[src/hw/stopwatch_pkg.sv]
// Purpose: shared constants and types of the latency stopwatch
// Assumes: 16-bit management words, one core clock
// Notes: offsets are management register addresses
package stopwatch_pkg;

   // ----------------------------------------------------------------
   // register addresses
   // ----------------------------------------------------------------
   localparam logic [15:0] ADDR_CONTROL = 16'h8040;  // control word
   localparam logic [15:0] ADDR_TALLY_HI = 16'h8041; // flags, tally high
   localparam logic [15:0] ADDR_TALLY_LO = 16'h8042; // tally low
   localparam logic [15:0] ADDR_CLEAR = 16'h0018;    // read clears result
   localparam logic [15:0] ADDR_IRQ_STAT = 16'h8043; // sticky events
   localparam logic [15:0] ADDR_IRQ_MASK = 16'h8044; // event mask
   localparam logic [4:0] MGMT_DEVICE = 5'h1E;       // management device

   // ----------------------------------------------------------------
   // control word fields
   // ----------------------------------------------------------------
   localparam int START_LSB = 6;  // start choice [7:6]
   localparam int DIV_LSB = 4;    // clock divider [5:4]
   localparam int STOP_LSB = 2;   // stop choice [3:2]
   localparam int ON_BIT = 1;     // measurement enable
   localparam int CLKSEL_BIT = 0; // measurement clock source
   localparam logic [15:0] CONTROL_RESET = 16'h0000;
   localparam logic [15:0] CONTROL_MASK = 16'h00FF; // writable bits

   // ----------------------------------------------------------------
   // result word fields
   // ----------------------------------------------------------------
   localparam int START_FOUND_LSB = 12; // start comma flags [15:12]
   localparam int STOP_FOUND_LSB = 8;   // stop comma flags [11:8]
   localparam int READY_BIT = 4;        // result valid
   localparam int TALLY_W = 20;
   localparam logic [19:0] TALLY_MAX = 20'hFFFFF;
   localparam logic [19:0] TALLY_RESET = 20'h00000;

   // ----------------------------------------------------------------
   // interrupt bits
   // ----------------------------------------------------------------
   localparam int IRQ_W = 2;
   localparam int IRQ_DONE_BIT = 0; // measurement finished
   localparam int IRQ_SAT_BIT = 1;  // tally saturated
   localparam logic [1:0] IRQ_RESET = 2'h0;

   // ----------------------------------------------------------------
   // divider
   // ----------------------------------------------------------------
   localparam int DIV_CNT_W = 3; // counts up to divide by 8

   // measurement sequence, gray along idle-run-done
   typedef enum logic [1:0]
   {
      ST_IDLE = 2'h0,
      ST_RUN = 2'h1,
      ST_DONE = 2'h3
   } meas_state_t;

endpackage

[src/hw/pin_edge_sync.sv]
// Purpose: bring an outside level into the core clock and find edges
// Assumes: level changes slower than the core clock
// Notes: first flop feeds only the second flop
`timescale 1ns/1ps
module pin_edge_sync
   import stopwatch_pkg::*;
(
   // clock and reset
   input wire logic core_clk,
   input wire logic arst_n,
   // outside level
   input wire logic pin_in,
   // edge pulses
   output logic rise,
   output logic fall
);

   logic meta_r;  // first synchroniser stage
   logic sync_r;  // second synchroniser stage
   logic prev_r;  // delayed copy for edge detection

   // ----------------------------------------------------------------
   // two-flop synchroniser plus history
   // ----------------------------------------------------------------
   always_ff @(posedge core_clk or negedge arst_n)
   begin
      if (!arst_n)
      begin
         meta_r <= 1'b0;
         sync_r <= 1'b0;
         prev_r <= 1'b0;
      end
      else
      begin
         meta_r <= pin_in;
         sync_r <= meta_r;
         prev_r <= sync_r;
      end
   end

   // one-cycle edge pulses from the synchronised level
   assign rise = sync_r & ~prev_r;
   assign fall = ~sync_r & prev_r;

endmodule

[src/hw/meas_divider.sv]
// Purpose: power-of-two tick generator for the measurement clock
// Assumes: code 0..3 selects divide by 1, 2, 4, 8
// Notes: tick is a one-cycle enable, never a clock
`timescale 1ns/1ps
module meas_divider
   import stopwatch_pkg::*;
(
   // clock and reset
   input wire logic core_clk,
   input wire logic arst_n,
   // control
   input wire logic run,
   input wire logic [1:0] div_code,
   // enable pulse
   output logic tick
);

   logic [DIV_CNT_W-1:0] cnt_r;  // cycles since last tick
   logic [DIV_CNT_W-1:0] last;   // terminal count for the code

   // terminal count is divide ratio minus one
   always_comb
   begin
      case (div_code)
         2'h0: last = 3'h0;
         2'h1: last = 3'h1;
         2'h2: last = 3'h3;
         2'h3: last = 3'h7;
         default: last = 3'h0;
      endcase
   end

   assign tick = run & (cnt_r >= last);

   // ----------------------------------------------------------------
   // divide counter, parked at zero while not running
   // ----------------------------------------------------------------
   always_ff @(posedge core_clk or negedge arst_n)
   begin
      if (!arst_n)
         cnt_r <= 3'h0;
      else if (!run || tick)
         cnt_r <= 3'h0;
      else
         cnt_r <= cnt_r + 3'h1;
   end

endmodule

[src/hw/latency_stopwatch_control.sv]
// Purpose: per-channel latency stopwatch with its register file
// Assumes: path events are core-clock pulses; pin and byte clock async
// Notes: tally unit is half a measurement clock period
//
// Behaviour
// - start choice picks low rx, high tx, pin rise
// - stop choice picks low tx, high rx, pin fall
// - divider code divides by 1, 2, 4, 8
// - divider used only when clock source zero
// - enable bit gates measurement, off after reset
// - control word reads zero after reset
// - control word at 0x8040, low eight bits read/write, upper bits read zero
// - bit zero picks divided or recovered clock
// - 20-bit saturating tally with ready flag
// - reading 0x0018 clears tally and flags
`timescale 1ns/1ps
module latency_stopwatch_control
   import stopwatch_pkg::*;
(
   // clock and reset
   input wire logic core_clk,
   input wire logic arst_n,
   // register port
   input wire logic [15:0] reg_addr,
   input wire logic [15:0] reg_wdata,
   input wire logic reg_wr,
   input wire logic reg_rd,
   output logic [15:0] reg_rdata,
   // datapath comma events, core clock pulses
   input wire logic [3:0] ls_rx_comma,
   input wire logic [1:0] hs_tx_comma,
   input wire logic [3:0] ls_tx_comma,
   input wire logic [1:0] hs_rx_comma,
   // asynchronous inputs
   input wire logic external_marker_pin,
   input wire logic recovered_byte_clk,
   // results
   output logic [19:0] stopwatch_tally,
   output logic stopwatch_result_valid,
   output logic irq
);

   // ----------------------------------------------------------------
   // helpers
   // ----------------------------------------------------------------
   // event for a two-bit choice: 00 low path, 01 high path, 1x pin
   function automatic logic pick_event(input logic [1:0] sel,
      input logic ls_ev, input logic hs_ev, input logic pin_ev);
      if (sel[1])
         pick_event = pin_ev;
      else if (sel[0])
         pick_event = hs_ev;
      else
         pick_event = ls_ev;
   endfunction

   // comma location flags for a two-bit choice
   function automatic logic [3:0] pick_lanes(input logic [1:0] sel,
      input logic [3:0] ls_lanes, input logic [1:0] hs_lanes);
      if (sel[1])
         pick_lanes = 4'h0;
      else if (sel[0])
         pick_lanes = {2'h0, hs_lanes};
      else
         pick_lanes = ls_lanes;
   endfunction

   // ----------------------------------------------------------------
   // declarations
   // ----------------------------------------------------------------
   logic [15:0] control_r;      // control word
   logic [1:0] start_choice;    // start event selection
   logic [1:0] stop_choice;     // stop event selection
   logic [1:0] clock_divider;   // divider code
   logic stopwatch_on;          // measurement enable
   logic clock_source;          // 0 divided, 1 recovered byte clock
   meas_state_t state_r;        // measurement sequence
   logic [3:0] start_found_r;   // start comma flags
   logic [3:0] stop_found_r;    // stop comma flags
   logic [IRQ_W-1:0] irq_stat_r; // sticky events
   logic [IRQ_W-1:0] irq_mask_r; // event enables
   logic [15:0] rdata_nxt;      // read data next cycle
   logic pin_rise, pin_fall;    // marker pin edges
   logic bclk_rise, bclk_fall;  // byte clock edges
   logic div_tick;              // divided clock period
   logic meas_tick;             // one tally step due
   logic [19:0] step;           // half periods per step
   logic [20:0] sum;            // tally plus step, with carry
   logic start_ev, stop_ev;     // selected events
   logic clr_read;              // read of the clear address
   logic hold_done;             // stop beats a clearing read
   logic done_ev, sat_ev;       // interrupt sources

   assign start_choice = control_r[START_LSB +: 2];
   assign clock_divider = control_r[DIV_LSB +: 2];
   assign stop_choice = control_r[STOP_LSB +: 2];
   assign stopwatch_on = control_r[ON_BIT];
   assign clock_source = control_r[CLKSEL_BIT];

   // ----------------------------------------------------------------
   // asynchronous inputs and measurement clock
   // ----------------------------------------------------------------
   pin_edge_sync u_marker_sync (
      .core_clk(core_clk),
      .arst_n(arst_n),
      .pin_in(external_marker_pin),
      .rise(pin_rise),
      .fall(pin_fall)
   );

   pin_edge_sync u_byteclk_sync (
      .core_clk(core_clk),
      .arst_n(arst_n),
      .pin_in(recovered_byte_clk),
      .rise(bclk_rise),
      .fall(bclk_fall)
   );

   // divider runs only on the internal source
   meas_divider u_divider (
      .core_clk(core_clk),
      .arst_n(arst_n),
      .run(stopwatch_on & ~clock_source),
      .div_code(clock_divider),
      .tick(div_tick)
   );

   // divided tick is a full period, each byte clock edge a half
   always_comb
   begin
      if (clock_source)
      begin
         meas_tick = bclk_rise | bclk_fall;
         step = 20'h00001;
      end
      else
      begin
         meas_tick = div_tick;
         step = 20'h00002;
      end
   end

   // ----------------------------------------------------------------
   // event selection
   // ----------------------------------------------------------------
   assign start_ev = pick_event(start_choice, |ls_rx_comma,
      |hs_tx_comma, pin_rise);
   assign stop_ev = pick_event(stop_choice, |ls_tx_comma,
      |hs_rx_comma, pin_fall);
   assign clr_read = reg_rd & (reg_addr == ADDR_CLEAR);
   // a stop in the same cycle as a clear keeps its result
   assign hold_done = (state_r == ST_RUN) & stopwatch_on & stop_ev;
   assign sum = {1'b0, stopwatch_tally} + {1'b0, step};
   assign done_ev = hold_done;
   // saturation event on the step that first reaches the top value
   assign sat_ev = (state_r == ST_RUN) & stopwatch_on & meas_tick
      & (stopwatch_tally != TALLY_MAX)
      & (sum[20] | (sum[19:0] == TALLY_MAX));

   // ----------------------------------------------------------------
   // control word
   // ----------------------------------------------------------------
   always_ff @(posedge core_clk or negedge arst_n)
   begin
      if (!arst_n)
         control_r <= CONTROL_RESET;
      else if (reg_wr && reg_addr == ADDR_CONTROL)
         control_r <= reg_wdata & CONTROL_MASK;
   end

   // ----------------------------------------------------------------
   // measurement sequence
   // ----------------------------------------------------------------
   always_ff @(posedge core_clk or negedge arst_n)
   begin
      if (!arst_n)
         state_r <= ST_IDLE;
      else if (clr_read && !hold_done)
         state_r <= ST_IDLE;
      else
      begin
         case (state_r)
            // wait for the start event while enabled
            ST_IDLE:
               if (stopwatch_on && start_ev)
                  state_r <= ST_RUN;
            // count until stop, abort when disabled
            ST_RUN:
               if (!stopwatch_on)
                  state_r <= ST_IDLE;
               else if (stop_ev)
                  state_r <= ST_DONE;
            // hold the result until cleared
            ST_DONE:
               state_r <= ST_DONE;
            default:
               state_r <= ST_IDLE;
         endcase
      end
   end

   // ----------------------------------------------------------------
   // tally, saturating
   // ----------------------------------------------------------------
   always_ff @(posedge core_clk or negedge arst_n)
   begin
      if (!arst_n)
         stopwatch_tally <= TALLY_RESET;
      else if (clr_read && !hold_done)
         stopwatch_tally <= TALLY_RESET;
      else if (state_r == ST_RUN && stopwatch_on && meas_tick)
      begin
         if (sum[20])
            stopwatch_tally <= TALLY_MAX;
         else
            stopwatch_tally <= sum[19:0];
      end
   end

   // ----------------------------------------------------------------
   // ready and comma flags
   // ----------------------------------------------------------------
   always_ff @(posedge core_clk or negedge arst_n)
   begin
      if (!arst_n)
      begin
         stopwatch_result_valid <= 1'b0;
         start_found_r <= 4'h0;
         stop_found_r <= 4'h0;
      end
      else if (hold_done)
      begin
         stopwatch_result_valid <= 1'b1;
         stop_found_r <= pick_lanes(stop_choice, ls_tx_comma,
            hs_rx_comma);
      end
      else if (clr_read)
      begin
         stopwatch_result_valid <= 1'b0;
         start_found_r <= 4'h0;
         stop_found_r <= 4'h0;
      end
      else if (state_r == ST_IDLE && stopwatch_on && start_ev)
         start_found_r <= pick_lanes(start_choice, ls_rx_comma,
            hs_tx_comma);
   end

   // ----------------------------------------------------------------
   // interrupt status and mask, a new event beats the clear
   // ----------------------------------------------------------------
   always_ff @(posedge core_clk or negedge arst_n)
   begin
      if (!arst_n)
         irq_stat_r <= IRQ_RESET;
      else
      begin
         for (int i = 0; i < IRQ_W; i++)
         begin
            if ((i == IRQ_DONE_BIT && done_ev) ||
                (i == IRQ_SAT_BIT && sat_ev))
               irq_stat_r[i] <= 1'b1;
            else if (reg_wr && reg_addr == ADDR_IRQ_STAT && reg_wdata[i])
               irq_stat_r[i] <= 1'b0;
         end
      end
   end

   always_ff @(posedge core_clk or negedge arst_n)
   begin
      if (!arst_n)
         irq_mask_r <= IRQ_RESET;
      else if (reg_wr && reg_addr == ADDR_IRQ_MASK)
         irq_mask_r <= reg_wdata[IRQ_W-1:0];
   end

   assign irq = |(irq_stat_r & irq_mask_r);

   // ----------------------------------------------------------------
   // read data, one cycle after the strobe
   // ----------------------------------------------------------------
   always_comb
   begin
      rdata_nxt = 16'h0000;
      case (reg_addr)
         ADDR_CONTROL: rdata_nxt = control_r;
         ADDR_TALLY_HI: rdata_nxt = {start_found_r, stop_found_r,
            3'h0, stopwatch_result_valid, stopwatch_tally[19:16]};
         ADDR_TALLY_LO: rdata_nxt = stopwatch_tally[15:0];
         ADDR_IRQ_STAT: rdata_nxt = {14'h0000, irq_stat_r};
         ADDR_IRQ_MASK: rdata_nxt = {14'h0000, irq_mask_r};
         default: rdata_nxt = 16'h0000;
      endcase
   end

   always_ff @(posedge core_clk or negedge arst_n)
   begin
      if (!arst_n)
         reg_rdata <= 16'h0000;
      else if (reg_rd)
         reg_rdata <= rdata_nxt;
      else
         reg_rdata <= 16'h0000;
   end
endmodule

[config.mk]
export PLATFORM = sky130hd
export DESIGN_NAME = latency_stopwatch_control
export DESIGN_NICKNAME = d
export VERILOG_FILES = /design/src/hw/stopwatch_pkg.sv /design/src/hw/pin_edge_sync.sv /design/src/hw/meas_divider.sv /design/src/hw/latency_stopwatch_control.sv
export SDC_FILE = /design/constraint.sdc
export NUM_CORES = 1
export LEC_CHECK = 0
export ABC_AREA = 1
export BUFFER_PORTS_ARGS = -buffer_cell sky130_fd_sc_hd__buf_4
export CORE_UTILIZATION = 30
export CTS_BUF_LIST = sky130_fd_sc_hd__clkbuf_8
export CTS_CLUSTER_SIZE = 12
export DETAILED_ROUTE_END_ITERATION = 7
export SLEW_MARGIN = 20
export SYNTH_ARGS = -nofsm -noshare
export SYNTH_HDL_FRONTEND = slang
export SYNTH_SLANG_ARGS = --single-unit
[constraint.sdc]
create_clock -name core_clk -period 2.2 [get_ports core_clk]
set_input_delay 0.11 -clock core_clk [delete_from_list [all_inputs] [get_ports core_clk]]
set_output_delay 0.11 -clock core_clk [all_outputs]
set_load 0.005 [all_outputs]
---- Word level (Yosys, flattened, before mapping) ----
Cells that the tools add are included.
word-level totals
  latch bits .............................. 0
  input bits .............................. 50
  memory bits (read-only) ................. 0
  logic and storage cells ................. 116
  output and inout port bits .............. 38
  register bits after elaboration ......... 68
  memories ................................ 0
  memory bits (writable) .................. 0
cells by class
  equal/unequal tests ..................... 15
  reduce and logical (&&, ||, !) cells .... 28
  order comparisons ....................... 1
  mux-type cells .......................... 32
  $add $sub $neg .......................... 2
  shifts and indexed selects .............. 0
  multiply operators ...................... 0
  divide/modulo/power cells ............... 0
  bitwise operators ....................... 21
operators by type and width
  kind                                                                      number
  16-bit == test (second input constant)                                    5
  16-bit one-hot mux with 5 select lines                                    1
  20-bit 2-to-1 mux                                                         3
  4-bit 2-to-1 mux                                                          8
  20-bit by 20-bit adder with 21-bit output                                 1
  20-bit == test (second input constant)                                    1
  20-bit inequality test (second input constant)                            1
  16-bit by 5-bit == test with 1-bit output (second input constant)         1
  16-bit 2-to-1 mux                                                         1
  1-bit bitwise AND                                                         12
  3-bit one-hot mux with 4 select lines                                     1
  1-bit logical AND                                                         11
  1-bit 2-to-1 mux                                                          11
  2-bit 2-to-1 mux                                                          5
  2-bit nonzero test                                                        5
  4-bit OR reduction                                                        2
  2-bit == test (second input constant)                                     3
  1-bit inverter                                                            6
  2-bit one-hot mux with 3 select lines                                     1
  2-bit OR reduction                                                        3
  2-bit by 1-bit == test with 1-bit output (second input constant)          2
  2-bit zero test                                                           2
  4-bit by 3-bit inequality test with 1-bit output (second input constant)  1
  2-bit AND reduction                                                       2
  8 further kinds                                                           10

---- Depth between registers and ports, before layout ----
Gate-level depths: netlist of the first run.
  depth in word-level cells ............... 9
  mapped depth ............................ 15
  depth with buffers taken out ............ 15

---- Hierarchy ----
From an unflattened synthesis of the first run, not the netlist that was laid out.
second synthesis, totals
  cell total of the unflattened synthesis .. 538
  area, all modules ....................... 3951.3 µm²
by module, submodules not included
  module                     sequential area each (µm²)  cells an instance  times used  area an instance (µm²)
  latency_stopwatch_control  1476.4                      500                1           3564.7
  meas_divider               75.1                        24                 1           206.4
  pin_edge_sync              75.1                        7                  2           90.1

---- Least setup slack after synthesis of the first run ----
Ideal clock, no wire load.
  kind .................................... register -> register
  start point ............................. register stopwatch_tally[0]
  end point ............................... register stopwatch_tally[10]
  period minus slack after synthesis ...... 1.968 ns
  data arrival time ....................... 1.851 ns
  cell stages (with the launch flop) ...... 12
  library setup time ...................... 0.117 ns
  required time ........................... 2.083 ns
  buffers on the path ..................... 1
  path slack .............................. 0.232 ns
  cells stage by stage .................... dfrtp_1 > ha_1 > fa_1 > inv_1 > nor2_1 > nand2_1 > nor2_1 > nand2_1 > clkbuf_1 > nand2_1 > nand2_1 > nand2_1
between the ends
  longest elaborated chain between the ends .. 4
RTL lines
  item                                       RTL line                          source
  from (decl)                                latency_stopwatch_control.sv:38   output logic [19:0] stopwatch_tally,
  from (signal assigned)                     latency_stopwatch_control.sv:216  stopwatch_tally <= sum[19:0];
  20-bit by 20-bit adder with 21-bit output  latency_stopwatch_control.sv:153  assign sum = {1'b0, stopwatch_tally} + {1'b0, step};
  20-bit 2-to-1 mux                          latency_stopwatch_control.sv:213  if (sum[20])
  20-bit 2-to-1 mux                          latency_stopwatch_control.sv:211  else if (state_r == ST_RUN && stopwatch_on && meas_tick)
  20-bit 2-to-1 mux                          latency_stopwatch_control.sv:209  else if (clr_read && !hold_done)
Every way passes these cells. The select of a mux whose other input is x is not followed.
A chain may end at the register's enable or synchronous reset.

---- Worst setup path in the final report of the first run ----
  start point ............................. register control_r[0]
  end point ............................... register irq_stat_r[1]
between the ends
  longest elaborated chain between the ends .. 8
  elaborated cells on any way between the ends .. 13
  classes of those cells .................. 1 x add/sub; 1 x eq/ne; 3 x mux; 7 x bitwise; 1 x reduce/logical
RTL lines
  item                                                                                               RTL line                          source
  from (decl)                                                                                        latency_stopwatch_control.sv:71   logic [15:0] control_r;
  from (signal assigned)                                                                             latency_stopwatch_control.sv:168  control_r <= reg_wdata & CONTROL_MASK;
  parallel branches: the longest is 6 deep, another holds 20-bit by 20-bit adder with 21-bit output  n/a
  1-bit bitwise AND *                                                                                latency_stopwatch_control.sv:158  & (sum[20] | (sum[19:0] == TALLY_MAX));
  1-bit 2-to-1 mux / 2-bit nonzero test (equally long branches)                                      n/a
  to (signal assigned)                                                                               latency_stopwatch_control.sv:254  irq_stat_r <= IRQ_RESET;
  to (signal, indexed assignment)                                                                    latency_stopwatch_control.sv:261  irq_stat_r[i] <= 1'b1;
  to (signal, indexed assignment)                                                                    latency_stopwatch_control.sv:263  irq_stat_r[i] <= 1'b0;
  to (decl)                                                                                          latency_stopwatch_control.sv:80   logic [IRQ_W-1:0] irq_stat_r;
Mark *: on every way between the ends.

==> flow_summary.ini, run 1 <==
[critical_path]
crit_chain = ha_2 -> fa_2 -> nand4_1 -> nor2_1 -> nand2_1 -> nor2_1 -> nand3_1 -> nor2_1 -> nand2_1 -> nand2_1 -> nand2_1 -> nand2_1
arrival_ns = 2.34
end_kind = flip-flop
path_max_fanout = 3
slowest_stage = fa_2
path_class = reg2reg
critPathMaxStageDelay_ns = 0.55
critPathRequiredTime_ns = 2.50
crit_top_cell = nand2_1
start_kind = flip-flop
r2r_slack_ns = 0.17

[cells_and_area]
num_antenna_cells = 0
layout-area-overhead-vs-synth_pct = 33.63
layout_common_cells = nand2_1 (135), buf_4 (99), nor2_1 (74)
layout-drive-gt1-share = 0.2519
instances_no_fill = 831
final_util = 0.4164
nNetsFinal = 711
final_common_cell = nand2_1
fillers = 1341

[detailed_routing]
viasPerCell = 4.724
wl_per_cell_um = 14.14
drt_iter0_drc = 224
dr.pass1.iters = 5
drcViolationCount = 0
ant_nets = 0
via_count = 3926
wirelength_mm = 11.75

[cts]
cts_sinks = 68
cts_buffer_depth = 2
clk_latency_ns = 0.36
ctsHtreeMaxLevel = 3
cts_buffers = 9
clk_pin_slew_ns = 0.08
clockRootBuffer = clkbuf_8
cts_tree = built

[pwr]
p_per_area_mw_per_mm2 = 505.1
leakage_nw = 2.628
ir_drop_mv = 0.2287

[yosys]
synth-adder-area-share = 0.02379
async_flop_share = 1.000
seq_area_frac_synth = 0.4258
netlist_instances = 541
ys_ff_latch = 68
synth-edff-count = 0
synth_top_area_frac = 0.4258
yosysTopAreaCell = dfrtp_1
yosysWarnings = 0
synthMuxAreaShare = 0.002818
syn_area_per_cell_um2 = 7.387
synth_cell_types = 43
mappedNetlistArea_mm2 = 0.003996
synthXorXnorAreaFrac = 0.006575
synth_top_family_by_area = simple AND/OR/NAND/NOR gates
synth_flop_cell = dfrtp_1
syn_nets = 598
synthSimpleGateAreaFrac = 0.3532
synth-compound-area-share = 0.1043
synth_area_leaders = dfrtp_1 (43%), nand2_1 (13%), nor2_1 (7.3%)

[floorplanning]
start_util = 0.3116
core_mm2 = 0.01282
die_y_um = 117.4
die_area_mm2 = 0.01379
io_pins = 88
num_rows = 41
die_w_um = 117.4

[timing]
fin_tns_setup_ns = 0
setup_viol = 0
max_freq_mhz = 491.6
fin_skew_ns = 0.01198
final.period_utilization = 0.9247
tightest_slew_ns = 0.8406
fin_crit_ns = 2.034
max_slew_margin = 0.4396
final-max-slew-violation-count = 0
finalHoldViolCount = 0

[place]
port_buffers = 79
dpl.hpwl_mm = 9.214
routabilityCongestion = 0.8886
post-place-cells = 795

[hold_path]
hp-class = in2reg

[global_routing]
grt_first_pass_wirelength_mm = 19.72
antenna_found_initial = 0
grt_max_degree = 69
grt.total_usage = 0.1819
overflow = 0
grt_pass1_vias = 3919

[run_status]
status = finished clean

[job]
maxCapViolCount = 0
state kept, by name, summed over array words and instances, names as in the netlist:
| name | count |
|---|---|
| control_r | 8 |
| u_byteclk_sync.prev_r | 1 |
| stopwatch_result_valid | 1 |
| u_marker_sync.meta_r | 1 |
| u_byteclk_sync.meta_r | 1 |
| u_byteclk_sync.sync_r | 1 |
| reg_rdata | 16 |
| stop_found_r | 4 |
| start_found_r | 4 |
| irq_mask_r | 2 |
| stopwatch_tally | 20 |
| u_marker_sync.sync_r | 1 |
| u_marker_sync.prev_r | 1 |
| state_r | 2 |
| u_divider.cnt_r | 3 |
| irq_stat_r | 2 |
final timing paths:
| check | cells after the start | end | startpoint |
|---|---|---|---|
| min reg2reg | 0 | u_byteclk_sync.sync_r | u_byteclk_sync.meta_r |
| min in group asynchronous | 2 | stopwatch_tally[13] | arst_n |
| max in group asynchronous | 2 | stopwatch_tally[1] | arst_n |
| max | 12 | irq_stat_r[1] | control_r[0] |
| max reg2reg | 12 | irq_stat_r[1] | control_r[0] |
| min | 3 | stop_found_r[3] | ls_tx_comma[3] |
cell families (layout without fill, tap and decap cells):
| logic type | count (synthesis) | in the layout |
|---|---|---|
| AND/OR/NAND/NOR | 313 | 313 |
| AO/OA/AOI/OAI | 69 | 69 |
| buffers and inverters | 80 | 198 |
| XOR/XNOR | 3 | 3 |
| adder cells (fa/ha/maj) | 7 | 7 |
| multiplexers | 1 | 1 |
| flip-flops | 68 | 68 |
metrics by stage:
step                      setup WS [ns]  power (mW)  instance area [um2]  hold WS (ns)
after CTS                       0.03280       2.734                 5218     0.0007361
after floorplan                  0.2323       1.329                 3996       -0.1856
after global placement           0.1105       1.429                 4860        0.2211
after detailed placement        0.05150       1.434                 4860        0.2235
after global routing          -0.002278       2.803                 5340       0.03351
final                            0.1656       2.697                 5340       0.01303
synth_stat cells (2+ instances only):
cell and number:
a21oi_1 14, buf_2 3, buf_6 4, clkbuf_1 4, dfrtp_1 68, ha_1 6
inv_1 64, inv_2 4, nand2_1 139, nand2_2 4, nand2_4 2, nand3_1 54
nand3_2 3, nand4_1 10, nor2_1 78, nor2_2 6, nor2_4 2, nor3_1 4
nor3_4 3, nor4_1 2, o211ai_1 2, o21ai_0 29, o21ai_2 2, o22a_1 6
o22ai_1 6, o32ai_1 2, or2_2 3, xor2_1 2
report_power, final:
| part | total, mW | internal [mW] | switching (mW) | leakage (nW) |
|---|---|---|---|---|
| registers | 1.27 | 1.26 | 0.00529 | 0.866 |
| logic | 0.154 | 0.0757 | 0.0781 | 1.64 |
| clock network | 1.28 | 0.760 | 0.517 | 0.120 |
| total | 2.70 | 2.10 | 0.600 | 2.63 |
per-layer routing:
layer / global-route usage / vias up / routed length, um
li1: - / 1987 / -
met4: 0.05763 / 0 / 229
met1: 0.2379 / 1808 / 5382
met2: 0.3003 / 115 / 5510
met5: 0 / - / 0
met3: 0.03599 / 16 / 626
timing repair:
item,in CTS,in global routing
hold buffers,11,0
gates resized for setup,0,23
buffers inserted,0,8
hold endpoints to repair,78,0
endpoints found under the setup margin,0,20
critical path, delay by kind of cell (launching register included):
family                     cells  cell delay (ns)
and+or+nand+nor               10             0.80
adders and majority gates      2             0.75
DFF                            1             0.42
area by class of cell:
| cell class | count | area [um2] | share of cell area |
|---|---|---|---|
| timing repair buffer | 112 | 893.4 | 0.1673 |
| timing repair inverter | 1 | 7.507 | 0.001406 |
| multi-input combinational | 393 | 2011 | 0.3765 |
| inverter | 69 | 262.8 | 0.04920 |
| clock inverter | 7 | 123.9 | 0.02320 |
| clock buffer | 9 | 123.9 | 0.02320 |
| sequential | 68 | 1703 | 0.3189 |
| tap | 172 | 215.2 | 0.04030 |
No activity file was read; power rests on OpenSTA's default activity.
==> run 2, diff against run 1 <==
Settings changed: BUFFER_PORTS_ARGS -buffer_cell sky130_fd_sc_hd__buf_4 to not set, DONT_BUFFER_PORTS set to 1, SETUP_SLACK_MARGIN set to 0.5.
==> run 2 against run 1 <==
Clock skew decreased by 0.0021 ns. Register-to-register slack about the same. Combinational power decreased by 25%. Via count increased by 0.43%. First-iteration DRC count increased by 32%. Cell count decreased by 5.9%. Highest routed layer unchanged.
==> flow_summary.ini, run 2 (synthesized netlist as in run 1, its figures left out) <==
[run_status]
status = finished clean

[timing]
fin_tns_setup_ns = 0
max_slew_margin = 0.7178
fin_crit_ns = 2.048
layout_setup_ws_ns = 0.1523
max_freq_mhz = 488.3
final.period_utilization = 0.9308
tightest_slew_ns = 0.4233
finalHoldViolCount = 0
setup_viol = 0
final-max-slew-violation-count = 0
fin_skew_ns = 0.009921
whs_ns = 0.01024
rsz0062_at_grt = true

[pwr]
switchingPower_uw = 584.9
ir_drop_mv = 0.2153
p_per_area_mw_per_mm2 = 446.5
switching_share = 0.2507
power_frac_comb = 0.050
p_int_mw = 1.748
p_seq_frac = 0.543
leakage_nw = 2.423
power_mw = 2.333
p_clk_frac = 0.407

[global_routing]
overflow = 0
grt.total_usage = 0.1883
met2_usage = 0.2940
grt_pass1_vias = 3893
grt_busiest_layer = met2
grt_max_degree = 69
grt_first_pass_wirelength_mm = 20.13
use_met1 = 0.2394
antenna_found_initial = 0
met3_usage = 0.04961

[detailed_routing]
ant_nets = 0
dr.pass1.iters = 5
drt_iter0_drc = 296
viasPerCell = 5.042
drcViolationCount = 0
wirelength_mm = 12.69
wl_per_cell_um = 16.23
via_count = 3943

[critical_path]
path_class = reg2reg
end_kind = flip-flop
critPathRequiredTime_ns = 2.51
r2r-start = control_r[0]
r2r_slack_ns = 0.15
arrival_ns = 2.36
path_max_fanout = 3
start_kind = flip-flop
rr_worst_depth = 12
reg2reg_to = irq_stat_r[1]

[place]
post-place-cells = 718
dpl.hpwl_mm = 9.149
dpl-instance-area_mm2 = 0.004298
dp_slack_ns = 0.08873
routabilityCongestion = 0.9192
port_buffers = 0

[floorplanning]
num_rows = 41
die_area_mm2 = 0.01379
io_pins = 88
start_util = 0.3116
die_w_um = 117.4
die_y_um = 117.4
core_mm2 = 0.01282

[cells_and_area]
final_area_mm2 = 0.005226
nNetsFinal = 662
largest_reg_flops = 20
instances_no_fill = 782
layout_common_cells = nand2_1 (124), nor2_1 (69), dfrtp_1 (67)
biggestRegsByFlops = stopwatch_tally (20), reg_rdata (16), control_r (8)
layout-area-overhead-vs-synth_pct = 30.78
fillers = 1340
top_register = stopwatch_tally
num_antenna_cells = 0
final_common_cell = nand2_1
final_util = 0.4075
layout-drive-gt1-share = 0.2279

[hold_path]
whs_path_depth = 3
min-delay-start = reg_addr[3]
hp-class = in2reg
min_to = irq_mask_r[0]

[cts]
cts_buffer_depth = 2
ctsHtreeMaxLevel = 3
clk_pin_slew_ns = 0.08
cts_buffers = 9
cts_tree = built
clockRootBuffer = clkbuf_8
cts_sinks = 68
clk_latency_ns = 0.37

[job]
maxCapViolCount = 0
[run 2: worst max-delay path by stage]
stage	startpoint	endpoint	slack (ns)	cells after the start
final	control_r[0]	irq_stat_r[1]	0.15	12
after global routing	control_r[5]	stopwatch_tally[0]	0.06	11
after CTS	control_r[0]	irq_stat_r[1]	0.21	15
after detailed placement	control_r[0]	irq_stat_r[1]	0.09	14
after global placement	control_r[0]	irq_stat_r[1]	0.08	14
after floorplan	stopwatch_tally[0]	irq_stat_r[1]	0.40	15
[run 2: cell type report]
type | count | area [um2] | area share
multi-input combinational | 393 | 2200 | 0.4209
sequential | 68 | 1703 | 0.3258
timing repair buffer | 64 | 661.9 | 0.1266
inverter | 69 | 269.0 | 0.05147
tap | 172 | 215.2 | 0.04118
clock buffer | 10 | 137.6 | 0.02633
clock inverter | 6 | 40.04 | 0.007661
[run 2: timing repair]
action | CTS | global route
setup endpoints to repair | 23 | 33
resized for setup | 28 | 42
hold buffers | 24 | 0
hold endpoints to repair | 89 | 0
gates cloned | 1 | 3
pin swaps | 10 | 26
setup buffers | 11 | 9
[run 2: worst max-delay path, cell delays in order (launching register included)]
cell and delay [ns]:
dfrtp_1 0.44, ha_4 0.19, fa_2 0.54, nand4_1 0.09
nor2_1 0.12, nand2_1 0.08, nor2_1 0.09, nand3_1 0.07
nor2_1 0.11, nand2_1 0.07, nand2_2 0.07, nand2_2 0.06
nand2_1 0.06
[run 2: power by group through the flow]
stage | combinational, mW | sequential [mW] | clock, mW
finish | 0.116 | 1.27 | 0.950
global route | 0.131 | 1.27 | 1.03
CTS | 0.115 | 1.27 | 0.973
detailed placement | 0.0473 | 1.29 | 0
global placement | 0.0455 | 1.29 | 0
floorplan | 0.0387 | 1.29 | 0
[run 2: layer usage]
metal	up-vias	routed length (um)
li1	1890	-
met1	1876	5435
met2	146	5877
met3	31	982
met4	0	398
met5	-	0
==> run 3, diff against run 2 <==
Settings changed: CTS_BUF_LIST sky130_fd_sc_hd__clkbuf_8 to not set.
==> run 3 against run 2 <==
The flow now finishes with violations (negative hold slack). Wire length decreased by 1.1%. Combinational power down 37%. Via count is 0.89% lower. First-iteration DRC count increased by 0.34%. Sequential power is essentially flat. Critical path depth grew 1. Clock power is 42% higher. Global-route usage barely moved. Utilization decreased by 0.32 points. Register-to-register slack hardly changed. Non-clock buffer count fell by 9. Total power is 16% higher.
==> flow_summary.ini, run 3 (synthesized netlist as in run 1, its figures left out) <==
[pwr]
power_frac_comb = 0.027
switchingPower_uw = 606.0
p_clk_frac = 0.502
leakage_nw = 2.419
p_seq_frac = 0.471
switching_share = 0.2248
p_int_mw = 2.090
ir_drop_mv = 0.3441
p_per_area_mw_per_mm2 = 520.0

[cells_and_area]
largest_reg_flops = 20
num_antenna_cells = 0
final_util = 0.4043
biggestRegsByFlops = stopwatch_tally (20), reg_rdata (16), control_r (8)
layout_common_cells = nand2_1 (127), nor2_1 (69), dfrtp_1 (67)
fillers = 1326
final_common_cell = nand2_1
instances_no_fill = 773
nNetsFinal = 653
top_register = stopwatch_tally
layout-area-overhead-vs-synth_pct = 29.74
layout-drive-gt1-share = 0.2196

[timing]
finalHoldViolCount = 68
rsz0062_at_grt = true
fin_tns_setup_ns = 0
fin_crit_ns = 2.051
setup_viol = 0
tightest_slew_ns = 0.4555
whs_ns = -0.5416
max_freq_mhz = 487.6
final-max-slew-violation-count = 0
max_slew_margin = 0.6938
final.period_utilization = 0.9322
fin_skew_ns = 0.006343

[global_routing]
grt_max_degree = 69
grt_first_pass_wirelength_mm = 20.04
overflow = 0
grt_pass1_vias = 3771
grt.total_usage = 0.1882
antenna_found_initial = 0

[cts]
ctsHtreeMaxLevel = 3
cts_hold_buf = 15
clk_latency_ns = 0.34
clk_pin_slew_ns = 0.06
cts_buffer_depth = 2
clockRootBuffer = clkbuf_16
cts_buffers = 9
cts_tree = built
cts_sinks = 68

[detailed_routing]
drt_iter0_drc = 297
dr.pass1.iters = 5
wirelength_mm = 12.56
ant_nets = 0
wl_per_cell_um = 16.25
drcViolationCount = 0
via_count = 3908
viasPerCell = 5.056

[floorplanning]
start_util = 0.3116
io_pins = 88
die_area_mm2 = 0.01379
num_rows = 41
core_mm2 = 0.01282
die_w_um = 117.4
die_y_um = 117.4

[critical_path]
start_kind = flip-flop
arrival_ns = 2.34
cp_top_family = simple AND/OR/NAND/NOR gates
slowest_stage = dfrtp_1
end_kind = flip-flop
path_class = reg2reg
critPathRequiredTime_ns = 2.49
crit_buf_inv = 0
path_max_fanout = 3
critPathMaxStageDelay_ns = 0.43
crit_chain = ha_4 -> fa_2 -> nand2_2 -> o21ai_1 -> nor2_1 -> nand2_1 -> nor2_1 -> nand3_1 -> nor2_1 -> nand2_1 -> nand2_2 -> nand2_2 -> nand2_1

[run_status]
status = finished, violations left
violations = negative hold slack

[hold_path]
hp-class = in2async

[place]
dpl.hpwl_mm = 9.149
routabilityCongestion = 0.9192
port_buffers = 0
post-place-cells = 718

[job]
maxCapViolCount = 0
## run 3: final timing paths
check,startpoint,endpoint,slack (ns),cells after the start
setup / recovery,control_r[0],irq_stat_r[1],0.15,13
hold / removal,arst_n,stopwatch_tally[4],-0.54,0
setup reg to reg,control_r[0],irq_stat_r[1],0.15,13
hold reg to reg,u_byteclk_sync.meta_r,u_byteclk_sync.sync_r,0.35,0
max in group asynchronous,arst_n,reg_rdata[3],2.58,0
min in group core_clk,ls_tx_comma[0],stop_found_r[0],0.01,2
## run 3: layer usage
layer | share of wire | vias to the layer above | wire [um] | global-route usage
met5 | 0 | - | 0 | 0
met4 | 0.016 | 0 | 201 | 0.06981
met3 | 0.082 | 15 | 1028 | 0.05934
met2 | 0.47 | 156 | 5914 | 0.2955
met1 | 0.43 | 1868 | 5414 | 0.2409
li1 | - | 1869 | - | -
## run 3: timing repair
item / in CTS / in global routing
endpoints found under the hold margin: 86 / 68
cloned: 1 / 2
endpoints found under the setup margin: 23 / 31
pin swaps: 10 / 24
resized for setup: 28 / 33
setup buffers: 11 / 10
## run 3: area by class of cell
type,count,area [um2],share of cell area
clock inverter,6,40.04,0.007722
sequential,68,1703,0.3284
timing repair buffer,55,533.0,0.1028
inverter,69,264.0,0.05092
clock buffer,10,239.0,0.04609
tap,172,215.2,0.04151
multi-input combinational,393,2191,0.4225
## run 3: through the flow
step           setup WS, ns  hold WS [ns]  area (um2)  power, mW
2_1_floorplan        0.4030       -0.1856        4046      1.329
3_3_place_gp        0.08237       -0.1824        4298      1.337
3_5_place_dp        0.08873       -0.1825        4298      1.340
4_1_cts              0.2096       -0.5516        4935      2.717
5_1_grt             0.07637       -0.5559        5185      2.798
6_report             0.1491       -0.5416        5185      2.696
## run 3: worst reg2reg max path, cell delays in order, from the launching register on
cell and delay [ns]:
dfrtp_1 0.43, ha_4 0.19, fa_2 0.41, nand2_2 0.12, o21ai_1 0.11, nor2_1 0.12, nand2_1 0.09, nor2_1 0.09
nand3_1 0.07, nor2_1 0.10, nand2_1 0.07, nand2_2 0.07, nand2_2 0.06, nand2_1 0.06
## run 3: power groups by stage
stage | clock (mW) | combinational, mW | sequential [mW]
finish | 1.35 | 0.0733 | 1.27
global route | 1.45 | 0.0819 | 1.27
CTS | 1.38 | 0.0714 | 1.27
detailed placement | 0 | 0.0473 | 1.29
global placement | 0 | 0.0455 | 1.29
floorplan | 0 | 0.0387 | 1.29
